**src/rtl/sidm_map.svh**
```systemverilog
// constants for the serial identity bus master
`ifndef SIDM_MAP_SVH
`define SIDM_MAP_SVH

`define SIDM_CLK_MHZ      125
`define SIDM_CMD_READ     8'h33
`define SIDM_CMD_SEARCH   8'hF0
`define SIDM_CMD_MATCH    8'h55
`define SIDM_CMD_SKIP     8'hCC
`define SIDM_CRC_POLY     8'h8C
`define SIDM_ID_BITS      64
// times in microseconds
`define SIDM_T_RSTL_US    480
`define SIDM_T_RSTH_US    480
`define SIDM_T_MSP_US     70
`define SIDM_T_SLOT_US    70
`define SIDM_T_W0L_US     60
`define SIDM_T_W1L_US     6
`define SIDM_T_RL_US      6
`define SIDM_T_MSR_US     13
`define SIDM_T_REC_US     5
`define SIDM_T_RESET_US   120
// shortest data slot that keeps the bit rate within its limit
`define SIDM_T_SLOTMIN_US 61

`endif

```
**src/rtl/sidm_pkg.sv**
```systemverilog
// types for the serial identity bus master
package sidm_pkg;
    typedef enum logic [8:0] {
        SIDM_IDLE  = 9'h001,
        SIDM_RSTL  = 9'h002,
        SIDM_RSTH  = 9'h004,
        SIDM_CMD   = 9'h008,
        SIDM_RDID  = 9'h010,
        SIDM_SRTR  = 9'h020,
        SIDM_SRCP  = 9'h040,
        SIDM_SRWR  = 9'h080,
        SIDM_DONE  = 9'h100
    } sidm_state_t;

    typedef enum logic [1:0] {
        SIDM_SL_W0 = 2'h0,
        SIDM_SL_W1 = 2'h1,
        SIDM_SL_RD = 2'h2
    } sidm_slot_t;
endpackage

```
**src/rtl/sidm_slot.sv**
```systemverilog
// one timed bus slot: reset/presence, write or read
`timescale 1ns/1ps
`include "sidm_map.svh"
module sidm_slot
    import sidm_pkg::*;
#(
    parameter int CLK_MHZ  = `SIDM_CLK_MHZ,
    parameter int RSTL_CYC = `SIDM_T_RSTL_US * CLK_MHZ,
    parameter int RSTH_CYC = `SIDM_T_RSTH_US * CLK_MHZ,
    parameter int SLOT_CYC = `SIDM_T_SLOT_US * CLK_MHZ
) (
    input  wire logic       clk,
    input  wire logic       rst,
    input  wire logic       go,
    input  wire logic       go_reset,
    input  wire sidm_slot_t kind,
    input  wire logic       line_s,
    output logic            busy,
    output logic            done,
    output logic            bit_in,
    output logic            line_oe
);
    localparam int W0L_CYC     = `SIDM_T_W0L_US * CLK_MHZ;
    localparam int W1L_CYC     = `SIDM_T_W1L_US * CLK_MHZ;
    localparam int MSR_CYC     = `SIDM_T_MSR_US * CLK_MHZ;
    localparam int MSP_CYC     = `SIDM_T_MSP_US * CLK_MHZ;
    localparam int REC_CYC     = `SIDM_T_REC_US * CLK_MHZ;
    localparam int RST_LIM     = `SIDM_T_RESET_US * CLK_MHZ;
    localparam int SLOTMIN_CYC = `SIDM_T_SLOTMIN_US * CLK_MHZ;

    typedef struct packed {
        logic       act;
        logic       rsq;
        sidm_slot_t kind;
        logic [19:0] cnt;
        logic       oe;
        logic       smp;
        logic       dn;
    } sidm_slot_reg_t;

    sidm_slot_reg_t s;
    sidm_slot_reg_t next_s;
    logic [19:0]    low_end;
    logic [19:0]    smp_at;
    logic [19:0]    tot;

    // phase boundaries depend on the slot kind
    always_comb begin
        low_end = s.rsq ? 20'(RSTL_CYC) :
                  (s.kind == SIDM_SL_W0) ? 20'(W0L_CYC) : 20'(W1L_CYC);
        smp_at  = s.rsq ? 20'(RSTL_CYC + MSP_CYC) : 20'(MSR_CYC);
        tot     = s.rsq ? 20'(RSTL_CYC + RSTH_CYC) :
                  20'((s.kind == SIDM_SL_W0 ? W0L_CYC : SLOT_CYC) + REC_CYC);
    end

    // slot sequencer; line is only pulled, never driven high
    always_comb begin
        next_s    = s;
        next_s.dn = 1'b0;
        if (!s.act) begin
            if (go || go_reset) begin
                next_s.act  = 1'b1;
                next_s.rsq  = go_reset;
                next_s.kind = kind;
                next_s.cnt  = 20'h00000;
                next_s.oe   = 1'b1;
            end
        end else begin
            next_s.cnt = s.cnt + 20'h00001;
            if (s.cnt + 20'h00001 == low_end) begin
                next_s.oe = 1'b0;
            end
            if (s.cnt + 20'h00001 == smp_at) begin
                next_s.smp = line_s;
            end
            if (s.cnt + 20'h00001 == tot) begin
                next_s.act = 1'b0;
                next_s.dn  = 1'b1;
            end
        end
    end

    always_ff @(posedge clk or posedge rst) begin
        if (rst) begin
            s <= '{act: 1'b0, rsq: 1'b0, kind: SIDM_SL_W1, cnt: 20'h00000,
                   oe: 1'b0, smp: 1'b0, dn: 1'b0};
        end else begin
            s <= next_s;
        end
    end

    assign busy    = s.act;
    assign done    = s.dn;
    assign bit_in  = s.smp;
    assign line_oe = s.oe;

    // a data slot never holds the line low long enough to reset slaves
    oe_short_a: assert property (@(posedge clk) disable iff (rst)
        (s.act && !s.rsq && s.oe) |-> (s.cnt < 20'(RST_LIM)))
        else $error("data slot low too long");
    reset_low_a: assert property (@(posedge clk) disable iff (rst)
        (s.act && s.rsq && s.cnt < 20'(RSTL_CYC - 1)) |-> s.oe)
        else $error("reset pulse released early");
    slot_start_a: assert property (@(posedge clk) disable iff (rst)
        $rose(s.act) |-> s.oe)
        else $error("slot did not start low");
    // a shorter slot would push the bit rate past its limit
    slot_rate_a: assert property (@(posedge clk) disable iff (rst)
        (s.act && !s.rsq && (s.cnt + 20'h00001 == tot)) |-> (tot >= 20'(SLOTMIN_CYC)))
        else $error("data slot too short");
endmodule

```
**src/rtl/sidm_master.sv**
```systemverilog
// bus master: reset, read identity and search passes with crc check
`timescale 1ns/1ps
`include "sidm_map.svh"
module sidm_master
    import sidm_pkg::*;
#(
    parameter int CLK_MHZ  = `SIDM_CLK_MHZ,
    parameter int RSTL_CYC = `SIDM_T_RSTL_US * CLK_MHZ,
    parameter int RSTH_CYC = `SIDM_T_RSTH_US * CLK_MHZ,
    parameter int SLOT_CYC = `SIDM_T_SLOT_US * CLK_MHZ
) (
    input  wire logic        clk,
    input  wire logic        rst,
    input  wire logic        start_read,
    input  wire logic        start_search,
    input  wire logic [63:0] search_dir,
    input  wire logic        line_in,
    output logic             line_out,
    output logic             line_oe,
    output logic             busy,
    output logic             done,
    output logic             present,
    output logic             crc_ok,
    output logic             search_fail,
    output logic [63:0]      id,
    output logic [63:0]      branch_map
);
    typedef struct packed {
        sidm_state_t st;
        logic        srch;
        logic [5:0]  idx;
        logic [2:0]  cbit;
        logic [7:0]  crc;
        logic [63:0] id;
        logic [63:0] brm;
        logic        tbit;
        logic        pres;
        logic        ok;
        logic        fail;
        logic        dn;
        logic        s1;
        logic        s2;
    } sidm_reg_t;

    sidm_reg_t  r;
    sidm_reg_t  next_r;
    logic       go;
    logic       go_reset;
    sidm_slot_t kind;
    logic       sl_busy;
    logic       sl_done;
    logic       sl_bit;
    logic [7:0] cmd;
    logic       wbit;

    // crc step, lsb-first feed, reflected polynomial
    function automatic logic [7:0] sidm_crc(input logic [7:0] c, input logic b);
        logic fb;
        fb = c[0] ^ b;
        sidm_crc = (c >> 1) ^ (fb ? `SIDM_CRC_POLY : 8'h00);
    endfunction

    sidm_slot #(
        .CLK_MHZ  (CLK_MHZ),
        .RSTL_CYC (RSTL_CYC),
        .RSTH_CYC (RSTH_CYC),
        .SLOT_CYC (SLOT_CYC)
    ) u_slot (
        .clk      (clk),
        .rst      (rst),
        .go       (go),
        .go_reset (go_reset),
        .kind     (kind),
        .line_s   (r.s2),
        .busy     (sl_busy),
        .done     (sl_done),
        .bit_in   (sl_bit),
        .line_oe  (line_oe)
    );

    // command byte and chosen search bit
    assign cmd  = r.srch ? `SIDM_CMD_SEARCH : `SIDM_CMD_READ;
    always_comb begin
        if (!r.tbit && !sl_bit) begin
            wbit = search_dir[r.idx];
        end else begin
            wbit = r.tbit;
        end
    end

    // slot requests issued by the sequencer
    always_comb begin
        go       = 1'b0;
        go_reset = 1'b0;
        kind     = SIDM_SL_RD;
        if (!sl_busy && !sl_done) begin
            case (r.st)
                SIDM_RSTL: begin
                    go_reset = 1'b1;
                end
                SIDM_CMD: begin
                    go   = 1'b1;
                    kind = cmd[r.cbit] ? SIDM_SL_W1 : SIDM_SL_W0;
                end
                SIDM_RDID, SIDM_SRTR, SIDM_SRCP: begin
                    go = 1'b1;
                end
                SIDM_SRWR: begin
                    go   = 1'b1;
                    kind = r.id[r.idx] ? SIDM_SL_W1 : SIDM_SL_W0;
                end
                default: begin
                    go = 1'b0;
                end
            endcase
        end
    end

    // transaction sequencer
    always_comb begin
        next_r    = r;
        next_r.dn = 1'b0;
        next_r.s1 = line_in;
        next_r.s2 = r.s1;
        case (r.st)
            SIDM_IDLE: begin
                if (start_read || start_search) begin
                    next_r.st   = SIDM_RSTL;
                    next_r.srch = start_search && !start_read; // read needs a lone slave
                    next_r.crc  = 8'h00;
                    next_r.idx  = 6'h00;
                    next_r.cbit = 3'h0;
                    next_r.brm  = 64'h0000000000000000;
                    next_r.fail = 1'b0;
                    next_r.ok   = 1'b0;
                    next_r.pres = 1'b0;
                end
            end
            SIDM_RSTL: begin
                if (sl_done) begin
                    next_r.pres = !sl_bit;
                    next_r.st   = sl_bit ? SIDM_DONE : SIDM_CMD;
                end
            end
            SIDM_CMD: begin
                if (sl_done) begin
                    next_r.cbit = r.cbit + 3'h1;
                    if (r.cbit == 3'h7) begin
                        next_r.st = r.srch ? SIDM_SRTR : SIDM_RDID;
                    end
                end
            end
            SIDM_RDID: begin
                if (sl_done) begin
                    next_r.id[r.idx] = sl_bit;
                    next_r.crc       = sidm_crc(r.crc, sl_bit);
                    next_r.idx       = r.idx + 6'h01;
                    if (r.idx == 6'h3F) begin
                        next_r.st = SIDM_DONE;
                    end
                end
            end
            SIDM_SRTR: begin
                if (sl_done) begin
                    next_r.tbit = sl_bit;
                    next_r.st   = SIDM_SRCP;
                end
            end
            SIDM_SRCP: begin
                if (sl_done) begin
                    if (r.tbit && sl_bit) begin
                        next_r.fail = 1'b1; // no participant left
                        next_r.st   = SIDM_DONE;
                    end else begin
                        next_r.brm[r.idx] = !r.tbit && !sl_bit;
                        next_r.id[r.idx]  = wbit;
                        next_r.st         = SIDM_SRWR;
                    end
                end
            end
            SIDM_SRWR: begin
                if (sl_done) begin
                    next_r.crc = sidm_crc(r.crc, r.id[r.idx]);
                    next_r.idx = r.idx + 6'h01;
                    next_r.st  = (r.idx == 6'h3F) ? SIDM_DONE : SIDM_SRTR;
                end
            end
            SIDM_DONE: begin
                next_r.ok = r.pres && !r.fail && (r.crc == 8'h00);
                next_r.dn = 1'b1;
                next_r.st = SIDM_IDLE;
            end
            default: begin
                next_r.st = SIDM_IDLE;
            end
        endcase
    end

    always_ff @(posedge clk or posedge rst) begin
        if (rst) begin
            r <= '{st: SIDM_IDLE, srch: 1'b0, idx: 6'h00, cbit: 3'h0, crc: 8'h00,
                   id: 64'h0000000000000000, brm: 64'h0000000000000000,
                   tbit: 1'b0, pres: 1'b0, ok: 1'b0, fail: 1'b0, dn: 1'b0,
                   s1: 1'b1, s2: 1'b1};
        end else begin
            r <= next_r;
        end
    end

    // open drain: the driven level is always low
    assign line_out    = 1'b0;
    assign busy        = (r.st != SIDM_IDLE);
    assign done        = r.dn;
    assign present     = r.pres;
    assign crc_ok      = r.ok;
    assign search_fail = r.fail;
    assign id          = r.id;
    assign branch_map  = r.brm;

    cmd_after_pres_a: assert property (@(posedge clk) disable iff (rst)
        (r.st == SIDM_RSTL && next_r.st == SIDM_CMD) |-> !sl_bit)
        else $error("command without presence");
    idle_release_a: assert property (@(posedge clk) disable iff (rst)
        (r.st == SIDM_IDLE) |-> !line_oe)
        else $error("line held while idle");
    crc_reset_a: assert property (@(posedge clk) disable iff (rst)
        (r.st == SIDM_RSTL) |-> (r.crc == 8'h00))
        else $error("crc not cleared");
    done_pulse_a: assert property (@(posedge clk) disable iff (rst)
        done |=> !done)
        else $error("done longer than one cycle");
    ok_rule_a: assert property (@(posedge clk) disable iff (rst)
        (done && crc_ok) |-> (present && !search_fail))
        else $error("crc ok without presence");
endmodule

```
**config.mk**
```make
export PLATFORM = sky130hd
export DESIGN_NAME = sidm_master
export DESIGN_NICKNAME = d
export VERILOG_FILES = /design/src/rtl/sidm_pkg.sv /design/src/rtl/sidm_slot.sv /design/src/rtl/sidm_master.sv
export VERILOG_INCLUDE_DIRS = /design/src /design/src/rtl
export SDC_FILE = /design/constraint.sdc
export NUM_CORES = 1
export LEC_CHECK = 0
export BUFFER_PORTS_ARGS = -buffer_cell sky130_fd_sc_hd__buf_2
export CAP_MARGIN = 20
export CORE_MARGIN = 1
export CORE_UTILIZATION = 62
export CTS_CLUSTER_SIZE = 20
export DETAILED_ROUTE_END_ITERATION = 8
export PLACE_DENSITY_LB_ADDON = 0.25
export SKIP_CTS_REPAIR_TIMING = 1
export SKIP_LAST_GASP = 1
export SLEW_MARGIN = 10
export SYNTH_ARGS = -nofsm -noshare
export SYNTH_HDL_FRONTEND = slang
export SYNTH_HIERARCHICAL = 1
export SYNTH_SLANG_ARGS = --single-unit
```
**constraint.sdc**
```tcl
create_clock -name clk -period 7 [get_ports clk]
set_input_delay 0 -clock clk [delete_from_list [all_inputs] [get_ports clk]]
set_output_delay 0 -clock clk [all_outputs]
set_load 0.01 [all_outputs]
```
# Yosys cells after proc, flatten, opt, wreduce, memory -nomap -nowiden
# Cells that the tools add are included.
dict set report word_totals {
  register_bits 189
  latchBits 0
  ram_bits 0
  mem_bits_ro 0
  input_bits 69
  out_inout_bits 135
  word_cells 170
  mem_count 0
}
dict set report classes {
  add_sub_neg 4
  mul 0
  div 0
  order_cmp 3
  n_eq_ne 27
  n_shift 0
  muxes 69
  bitwise_logic 5
  n_reduce_logical 41
}
# cell count
set op_table {}
lappend op_table {{$mux 128} 2}
lappend op_table {{$pmux 64 s2} 2}
lappend op_table {{$bwmux 64} 3}
lappend op_table {{$mux 9} 11}
lappend op_table {{$mux 72} 1}
lappend op_table {{$mux 64} 1}
lappend op_table {{$pmux 9 s7} 1}
lappend op_table {{$eq 20x20->1} 3}
lappend op_table {{$mux 20} 2}
lappend op_table {{$mux 8} 4}
lappend op_table {{$mux 27} 1}
lappend op_table {{$mux 25} 1}
lappend op_table {{$pmux 8 s3} 1}
lappend op_table {{$mux 21} 1}
lappend op_table {{$add 20x1->20 const B} 1}
lappend op_table {{$add 20x11->20 const B} 1}
lappend op_table {{$mux 1} 20}
lappend op_table {{$mux 17} 1}
lappend op_table {{$reduce_and 4->1} 4}
lappend op_table {{$xor 7x8->8} 2}
lappend op_table {{$mux 14} 1}
lappend op_table {{$ne 2x1->1 const B} 7}
lappend op_table {{$reduce_bool 2->1} 7}
lappend op_table {{$mux 13} 1}
lappend op_table {{other kinds (40)} 70}

# Longest topological paths before layout
# Gate-level depths: netlist of the first run.
dict set report depth {
  ltp_word 8
  mapped_depth 12
  depth_no_buf 8
}

# Modules after synthesis
# The synthesis of the first run kept the hierarchy.
# module instances cells_per_inst area_per_inst_um2 seq_area_each_um2
set by_module_without_submodules {}
lappend by_module_without_submodules {sidm_master 1 996 9907.0 4032.6}
lappend by_module_without_submodules {sidm_slot 1 232 1975.6 676.9}

# Least setup slack after synthesis of the first run
# No wires, ideal clock.
dict set report synth_path {
  path_kind {register to register}
  start {register r[156] (netlist bit)}
  end {register u_slot/s[19] (netlist bit)}
  setup_ps 132
  arrival_ps 2594
  required_ps 6868
  setup_slack_ps 4274
  path_stages_with_launch 10
  path_buffers 3
  synth_period_minus_slack_ps 2726
  cell_sequence {dfrtp_1 > buf_6 > or4_4 > or4_4 > buf_6 > a311oi_1 > nor3_1 > clkbuf_1 > o21ai_0 > o41ai_1}
}
dict set report synth_via {
  elab_chain_cells 6
  elab_cells_between_ends 13
  classes_between {eq/ne (6); mux (4); reduce/logical (3)}
}
# element line
set synth_lines {}
lappend synth_lines {{start, declared} sidm_master.sv:45} ;# sidm_reg_t r;
lappend synth_lines {{start signal, assigned} sidm_master.sv:201} ;# r <= '{st: SIDM_IDLE, srch: 1'b0, idx: 6'h00, cbit: 3'h0, crc: 8'h00,
lappend synth_lines {{start signal, assigned} sidm_master.sv:206} ;# r <= next_r;
lappend synth_lines {{$eq 9x8->1 (tied with other cells)} sidm_master.sv:97} ;# case (r.st)
lappend synth_lines {{$reduce_or 5->1 (no source line) *} -}
lappend synth_lines {{$mux 1 *} sidm_master.sv:97}
lappend synth_lines {{$mux 1 *} sidm_master.sv:96} ;# if (!sl_busy && !sl_done) begin
lappend synth_lines {{named net go} sidm_master.sv:47} ;# logic go;
lappend synth_lines {{$logic_or 1x1->1 *} sidm_slot.sv:61} ;# if (go || go_reset) begin
lappend synth_lines {{$reduce_bool 2->1 (no source line) *} -}
lappend synth_lines {{end signal, assigned} sidm_slot.sv:85} ;# s <= '{act: 1'b0, rsq: 1'b0, kind: SIDM_SL_W1, cnt: 20'h00000,
lappend synth_lines {{end signal, assigned} sidm_slot.sv:88} ;# s <= next_s;
lappend synth_lines {{end, declared} sidm_slot.sv:41} ;# sidm_slot_reg_t s;
# Mark *: on every way through the listed nets, which the timed path passes. The rest lies on a longest branch.
# A chain may end at the register's enable or synchronous reset.

# Final worst setup path of the first run
dict set report layout_path {
  start {register r[160] (netlist bit)}
  end {register r (netlist bit id[30])}
}
dict set report layout_via {
  elab_chain_cells 3
  elab_cells_between_ends 8
  classes_between {eq/ne (5); mux (1); reduce/logical (2)}
}
# element line
set layout_lines {}
lappend layout_lines {{$eq 9x7->1 / $eq 9x5->1 (equally long branches)} sidm_master.sv:125} ;# case (r.st)
lappend layout_lines {{$ne 2x2->1 (no source line) (tied with other cells)} -}
lappend layout_lines {{$reduce_and 4->1 (no source line)} -}
# Several ways; a longest one is shown, not always the timed one.

==> results of run 1 <==
path summary, 6_finish.rpt:
| kind | end | cells past startpoint | slack (ps) | from |
|---|---|---|---|---|
| min in group asynchronous | u_slot/s[3] | 3 | 100 | rst |
| max in group asynchronous | r[148] | 4 | 5240 | rst |
| worst min register to register | r[0] | 0 | 360 | next_r[0] |
| worst max register to register | id[30] | 6 | 3500 | r[160] |
| worst max-delay path | id[30] | 6 | 3500 | r[160] |
| worst min-delay path | r[154] | 4 | 20 | start_search |
state kept, by name, summed over array words and instances, names as in the netlist:
name,count
next_r,1
crc_ok,1
present,1
search_fail,1
u_slot/line_oe,1
u_slot/s,23
branch_map,64
u_slot/busy,1
id,64
r,28
done,1
u_slot/bit_in,1
u_slot/done,1
metrics by stage:
step                power [µW]  hold slack [ps]  util (%)  worst slack [ps]  cells
floorplan                 1630             4.48         -              2660   1228
global placement          1750              137      63.7              3640   1456
detailed placement        1770              135      63.7              3560   1456
CTS                       2730             -326      66.8              3550   1487
global route              2850             70.5      67.2              3260   1493
finish                    2740             20.6      67.2              3500   1493
worst max-delay path, cell delays in order, from the launching register on:
cell	delay (ps)
dfrtp_1	430
nor4_1	640
nand4b_1	730
a211oi_1	1110
nand2_1	160
mux2i_1	200
o31ai_1	90
area by class of cell:
cell class	instances	area, µm²	area share (%)
multi-input combinational	801	5770	45.7
clock buffer	19	443	3.51
antenna	1	2.50	0.0198
timing repair buffer	221	1180	9.38
tap	234	293	2.32
inverter	17	68.8	0.546
clock inverter	12	139	1.10
sequential	188	4710	37.4
power groups by stage:
stage	Clock (µW)	Sequential (µW)	Combinational, µW
after floorplan	0	1190	446
after global placement	0	1240	515
after detailed placement	0	1240	530
after CTS	983	1220	532
after global routing	1030	1230	595
final	977	1220	547
layer usage:
metal  track usage, %  share of wire, %  wire length (µm)  vias up
li1                 -                 -                 -     4441
met1             47.7                41             13700     4838
met2             52.9                46             15600      610
met3             7.59               9.5              3210       89
met4             15.0               3.6              1220        2
met5                0             0.024                 8        -
logic make-up after synthesis:
family	share of synthesized area, %
XOR/XNOR	2.04
other	0.0316
flip-flops	39.6
buffers and inverters	12.1
adder cells (fa/ha/maj)	0.421
AND/OR/NAND/NOR	14.6
AO/OA/AOI/OAI	18.6
multiplexers	12.6
synth_stat cells, types with 5 or more instances:
cell type | count | area (µm²)
or2_2 | 5 | 31.3
buf_4 | 131 | 983
nor3_1 | 26 | 130
buf_1 | 10 | 37.5
o22ai_1 | 7 | 43.8
mux4_2 | 26 | 586
dfrtp_1 | 184 | 4600
nor2_1 | 55 | 206
o31ai_1 | 71 | 533
nor3b_1 | 6 | 45.0
a211oi_1 | 58 | 435
mux2_2 | 5 | 56.3
nand3_1 | 26 | 130
nor2b_1 | 7 | 43.8
nor4_1 | 10 | 62.6
o21ai_0 | 39 | 195
and3_1 | 10 | 62.6
mux2i_1 | 84 | 841
xor2_1 | 10 | 87.6
a21oi_1 | 72 | 360
inv_1 | 17 | 63.8
nand3b_1 | 6 | 45.0
a211oi_2 | 7 | 87.6
xnor2_1 | 14 | 123
nand4_1 | 11 | 68.8
and3b_1 | 5 | 43.8
clkbuf_1 | 53 | 199
a22oi_1 | 9 | 67.6
buf_2 | 24 | 120
nand2_1 | 130 | 488
a22o_1 | 14 | 123
a31oi_1 | 6 | 37.5
==> results.toml, run 1 <==
[global_route]
gr-total-overflow = 0
grt_max_degree = 92
grt_pass1_wl_um = 52400
antenna_found_initial = 2
grt_usage_pct = 34.6
grt_pass1_vias = 9254

[sta]
worst_clock_skew_ps = 12.8
min_period_ps = 3500
drv_slew = 0
rsz0062_at_grt = "no"
tightest_slew_ps = 1090
slew_headroom_pct = 27.0
hold_viol = 0
finalSetupViolCount = 0
finalSetupTns_ps = 0
finalCritPeriodShare_pct = 50.0
fmax_mhz = 286

[yosys]
synth_edf_count = 0
synthDistinctLibCells = 79
ys.flop_type = "dfrtp_1"
avgSynthCellArea_um2 = 9.68
syn_nets = 1301
syn_area_um2 = 11900
synthArstFlopShare_pct = 100
ys_warn_count = 6
post_synth_inst_count = 1228
synth_seq_cells = 188
seq_area_frac_synth_pct = 39.6

[power_and_ir_drop]
power.switching_uw = 890
ir_drop_uv = 183
clock_power_share_pct = 35.6
power.share.combinational_pct = 19.9
power.density_nw_per_um2 = 218
leakage_uw = 0.00533
internal_power_uw = 1850
switching_share_pct = 32.4
seq_power_share_pct = 44.5

[critical_path]
cp.required_ps = 7310
start_kind = "flop"
critPathMaxFanout = 12
end_kind = "flop"
crit_type = "reg -> reg"
cp.arrival_ps = 3810

[cells_and_area]
drive_gt1_share_pct = 26.2
fillers = 1497
design_area_um2 = 12600
synthToLayoutAreaGrowth_pct = 6.14
layout_common_cells = "buf_2 (202), dfrtp_1 (181), nand2_1 (130)"
final_common_cell = "buf_2"
fin_nets = 1319

[clocking]
htreeDepth = 4
clkSinkCount = 188
clockRootBuffer = "clkbuf_16"
cts_made_buffers = 17
insertion_delay_ps = 450
cts_tree = "yes"
clkSlewWorstSetupHoldPaths_ps = 70
cts_buffer_depth = 2

[die]
io_pins = 204
coreArea_um2 = 18800
num_rows = 50
fp.dieH_um = 140
die_w_um = 140
die_area_um2 = 19700
initial_core_util_pct = 63.3

[route]
detail_route.wl_per_cell_um = 22.6
initialDrtViolationCount = 1008
vias = 9980
viasPerCell = 6.68
detail-route-antenna-nets = 0
first_pass_iters = 6
routed_wl_um = 33700
drc = 0

[place]
portBuffers = 202
place.gp.congestion = 0.889
post_dp_cell_area_um2 = 12000
place.detailed.hpwl_um = 23000

[run_status]
status = "complete, no violations"

[job]
cap_violations = 0

[worst_hold_path]
hold_path.class = "in -> reg"
Note: power is estimated with default switching activity, not from simulation.
==> inputs of run 2 (changes only) <==
Settings changed: CORE_UTILIZATION 62 to 57.
Clock period 7 ns to 3.4 ns, I/O delays scaled along.
==> results.toml, run 2 (synthesis results as in run 1) <==
[run_status]
status = "complete, no violations"

[cells_and_area]
final_common_cell = "buf_2"
antennaDiodeCount = 0
drive_gt1_share_pct = 28.1
design_area_um2 = 13000
synthToLayoutAreaGrowth_pct = 8.99
layout_common_cells = "buf_2 (202), dfrtp_1 (181), nand2_1 (130)"
layoutNonFillerInstCount = 1562
fin_nets = 1352

[die]
initial_core_util_pct = 58.3
coreArea_um2 = 20400
io_pins = 204
num_rows = 52
die_w_um = 146
fp.dieH_um = 146
die_area_um2 = 21400

[global_route]
grt_pass1_vias = 9490
grt_usage_pct = 31.8
grt_max_degree = 80
grt_pass1_wl_um = 52700
gr-total-overflow = 0
antenna_found_initial = 0

[clocking]
clockRootBuffer = "clkbuf_16"
cts_made_buffers = 17
cts_buffer_depth = 2
clkSlewWorstSetupHoldPaths_ps = 70
htreeDepth = 4
insertion_delay_ps = 450
cts_tree = "yes"
clkSinkCount = 188

[job]
cap_violations = 0

[sta]
worst_clock_skew_ps = 16.5
finalCritPeriodShare_pct = 92.1
slew_headroom_pct = 33.3
hold_viol = 0
fmax_mhz = 319
finalSetupViolCount = 0
tightest_slew_ps = 993
min_period_ps = 3130
rsz0062_at_grt = "no"
drv_slew = 0
finalSetupTns_ps = 0

[place]
post_dp_cell_area_um2 = 12300
place.gp.congestion = 0.918
place.detailed.hpwl_um = 23700
portBuffers = 202
placedCellCount = 1525

[route]
routed_wl_um = 34100
initialDrtViolationCount = 920
detail-route-antenna-nets = 0
first_pass_iters = 5
drc = 0
detail_route.wl_per_cell_um = 21.8
vias = 9996
viasPerCell = 6.40

[critical_path]
start_kind = "flop"
rr_worst_depth = 7
cp.arrival_ps = 3490
crit_type = "reg -> reg"
r2r-start = "r[146]"
cp.required_ps = 3760
r2r-end = "u_slot/s[23]"
end_kind = "flop"
reg2reg_slack_ps = 270
critPathMaxFanout = 22

[power_and_ir_drop]
leakage_uw = 0.00550
power.density_nw_per_um2 = 442
ir_drop_uv = 334
power_uw = 5730

[worst_hold_path]
hold_end = "r[154]"
hold_path.class = "in -> reg"
holdPathStages = 4
min_from = "start_search"
## run 2: changes by cell type in the layout (fill, tap and decap cells not counted)
cell / delta
clkbuf_8: +1
buf_4: +30
diode_2: -1
inv_6: -1
clkinvlp_4: +4
buf_12: +3
clkinv_2: -2
clkbuf_1: +1
clkinv_4: -2
## run 2: worst max-delay path, stage by stage, from the launching register on
cell and delay [ps]:
dfrtp_2 810, mux4_2 610, a22oi_1 250, o22ai_1 110, or4_1 690, a22oi_1 240
nor3_1 60, mux2_2 270
## run 2: metrics by stage
stage	setup slack, ps	util, %	hold slack, ps
after global placement	319	60.3	106
after detailed placement	296	60.3	115
after CTS	279	63.3	-344
after global routing	104	63.6	54.5
final	270	63.6	13.1
after floorplan	674	-	4.48
## run 2: worst max-delay path by stage
stage | end | startpoint | slack [ps]
2_1_floorplan | u_slot/s[19] | r[156] | 670
3_3_place_gp | id[48] | r[146] | 320
3_5_place_dp | id[2] | r[146] | 300
5_1_grt | u_slot/line_oe | u_slot/s[3] | 100
4_1_cts | id[31] | r[146] | 280
6_report | u_slot/s[23] | r[146] | 270
## run 2: power by group
part	total (µW)	internal, µW	switching [µW]
logic	1210	430	780
registers	2470	2330	145
clock network	2040	1130	913
## run 2: final cells by class
type                       instances  area [µm²]
clock buffer                      21         460
tap                              270         338
timing repair buffer             254        1470
multi-input combinational        801        5770
clock inverter                    11         134
sequential                       188        4710
fill                            1679        7410
inverter                          17        67.6
## run 2: routing by layer
layer	global-route usage, %	routed length, µm
met2	48.3	15600
met3	7.34	3020
met4	15.4	1430
met1	43.2	14100
met5	0	0
==> inputs of run 3 (changes only) <==
Settings changed: GPL_TIMING_DRIVEN set to 0.
==> results.toml, run 3 (synthesis results as in run 1) <==
[run_status]
status = "complete, no violations"

[critical_path]
critPathMaxFanout = 10
cp.required_ps = 3780
start_kind = "flop"
crit_type = "reg -> reg"
end_kind = "flop"
cp.arrival_ps = 3690

[sta]
hold_viol = 0
tightest_slew_ps = 1280
slew_headroom_pct = 14.1
drv_slew = 0
worst_clock_skew_ps = 15.1
min_period_ps = 3310
finalSetupViolCount = 0
finalCritPeriodShare_pct = 97.5
rsz0062_at_grt = "yes"
fmax_mhz = 302

[clocking]
cts_made_buffers = 17
clkSinkCount = 188
clockRootBuffer = "clkbuf_16"
cts_tree = "yes"
htreeDepth = 4
cts_buffer_depth = 2
clkSlewWorstSetupHoldPaths_ps = 80
insertion_delay_ps = 450

[power_and_ir_drop]
switching_share_pct = 34.0
leakage_uw = 0.00613
power.density_nw_per_um2 = 406
internal_power_uw = 3750
power.share.combinational_pct = 23.9
clock_power_share_pct = 33.5
ir_drop_uv = 336
power_uw = 5690
power.switching_uw = 1940
seq_power_share_pct = 42.6

[global_route]
grt_pass1_vias = 10200
grt_max_degree = 37
gr-total-overflow = 0
grt_usage_pct = 35.0
grt_pass1_wl_um = 57700
antenna_found_initial = 0

[die]
io_pins = 204
num_rows = 52
coreArea_um2 = 20400
initial_core_util_pct = 58.3
die_area_um2 = 21400
die_w_um = 146
fp.dieH_um = 146

[cells_and_area]
synthToLayoutAreaGrowth_pct = 18.0
drive_gt1_share_pct = 32.6
final_core_util_pct = 68.9
final_common_cell = "buf_2"
antennaDiodeCount = 0
layout_common_cells = "buf_2 (227), dfrtp_1 (184), buf_4 (131)"
fin_nets = 1537

[place]
portBuffers = 202
place.detailed.hpwl_um = 26800
place.gp.congestion = 0.967

[route]
first_pass_iters = 6
vias = 10900
detail_route.wl_per_cell_um = 21.0
viasPerCell = 6.22
drc = 0
routed_wl_um = 36700
detail-route-antenna-nets = 0
initialDrtViolationCount = 1179

[job]
cap_violations = 0

[worst_hold_path]
hold_path.class = "in -> async"
-- run 3: power groups by stage --
stage          Clock [µW]  Sequential [µW]  Combinational, µW
5_1_grt              2010             2440               1480
4_1_cts              1920             2420               1310
3_3_place_gp            0             2460               1260
2_1_floorplan           0             2440                918
3_5_place_dp            0             2460               1310
6_report             1900             2430               1360
-- run 3: cell type report --
type | instances | area, µm²
clock inverter | 13 | 109
timing repair buffer | 218 | 1220
buffer | 221 | 1380
fill | 1583 | 6340
tap | 270 | 338
inverter | 17 | 67.6
sequential | 188 | 4710
multi-input combinational | 801 | 5750
clock buffer | 19 | 443
-- run 3: per-layer routing --
metal | part of all wire, % | track usage [%] | wire [µm] | vias up
li1 | - | - | - | 4884
met1 | 40 | 47.3 | 14600 | 5171
met2 | 46 | 53.6 | 16700 | 693
met3 | 11 | 9.09 | 3970 | 115
met4 | 3.7 | 14.3 | 1350 | 0
met5 | 0 | 0 | 0 | -
-- run 3: stage by stage --
stage | area, µm² | setup WS [ps] | hold WS [ps] | std cells | setup TNS (ps)
global placement | 13200 | -369 | 106 | 1700 | -2940
finish | 14000 | 85.5 | 146 | 1747 | 0
global route | 14000 | -17.1 | 203 | 1747 | -41.3
floorplan | 11900 | 674 | 4.48 | 1228 | 0
CTS | 13900 | -41.4 | -383 | 1739 | -79.4
detailed placement | 13400 | -21.8 | 84.3 | 1707 | -34.9
-- run 3: worst max-delay path, cell delays in order (launching register included) --
cell and delay, ps:
dfrtp_1 350, buf_2 220, buf_4 320, mux4_2 540, a22oi_1 270, o22ai_1 130, or4_1 630, clkbuf_1 230
a22oi_1 230, nor3_1 60, mux2_2 280
-- run 3: final timing paths --
| path | start | endpoint | slack, ps | cells past startpoint |
|---|---|---|---|---|
| min | rst | r[145] | 150 | 3 |
| min in group clk | start_search | r[154] | 190 | 5 |
| max reg2reg | r[146] | u_slot/s[23] | 90 | 10 |
| max | r[146] | u_slot/s[23] | 90 | 10 |
| max in group asynchronous | rst | branch_map[35] | 2300 | 6 |
| min reg2reg | next_r[0] | r[0] | 370 | 0 |
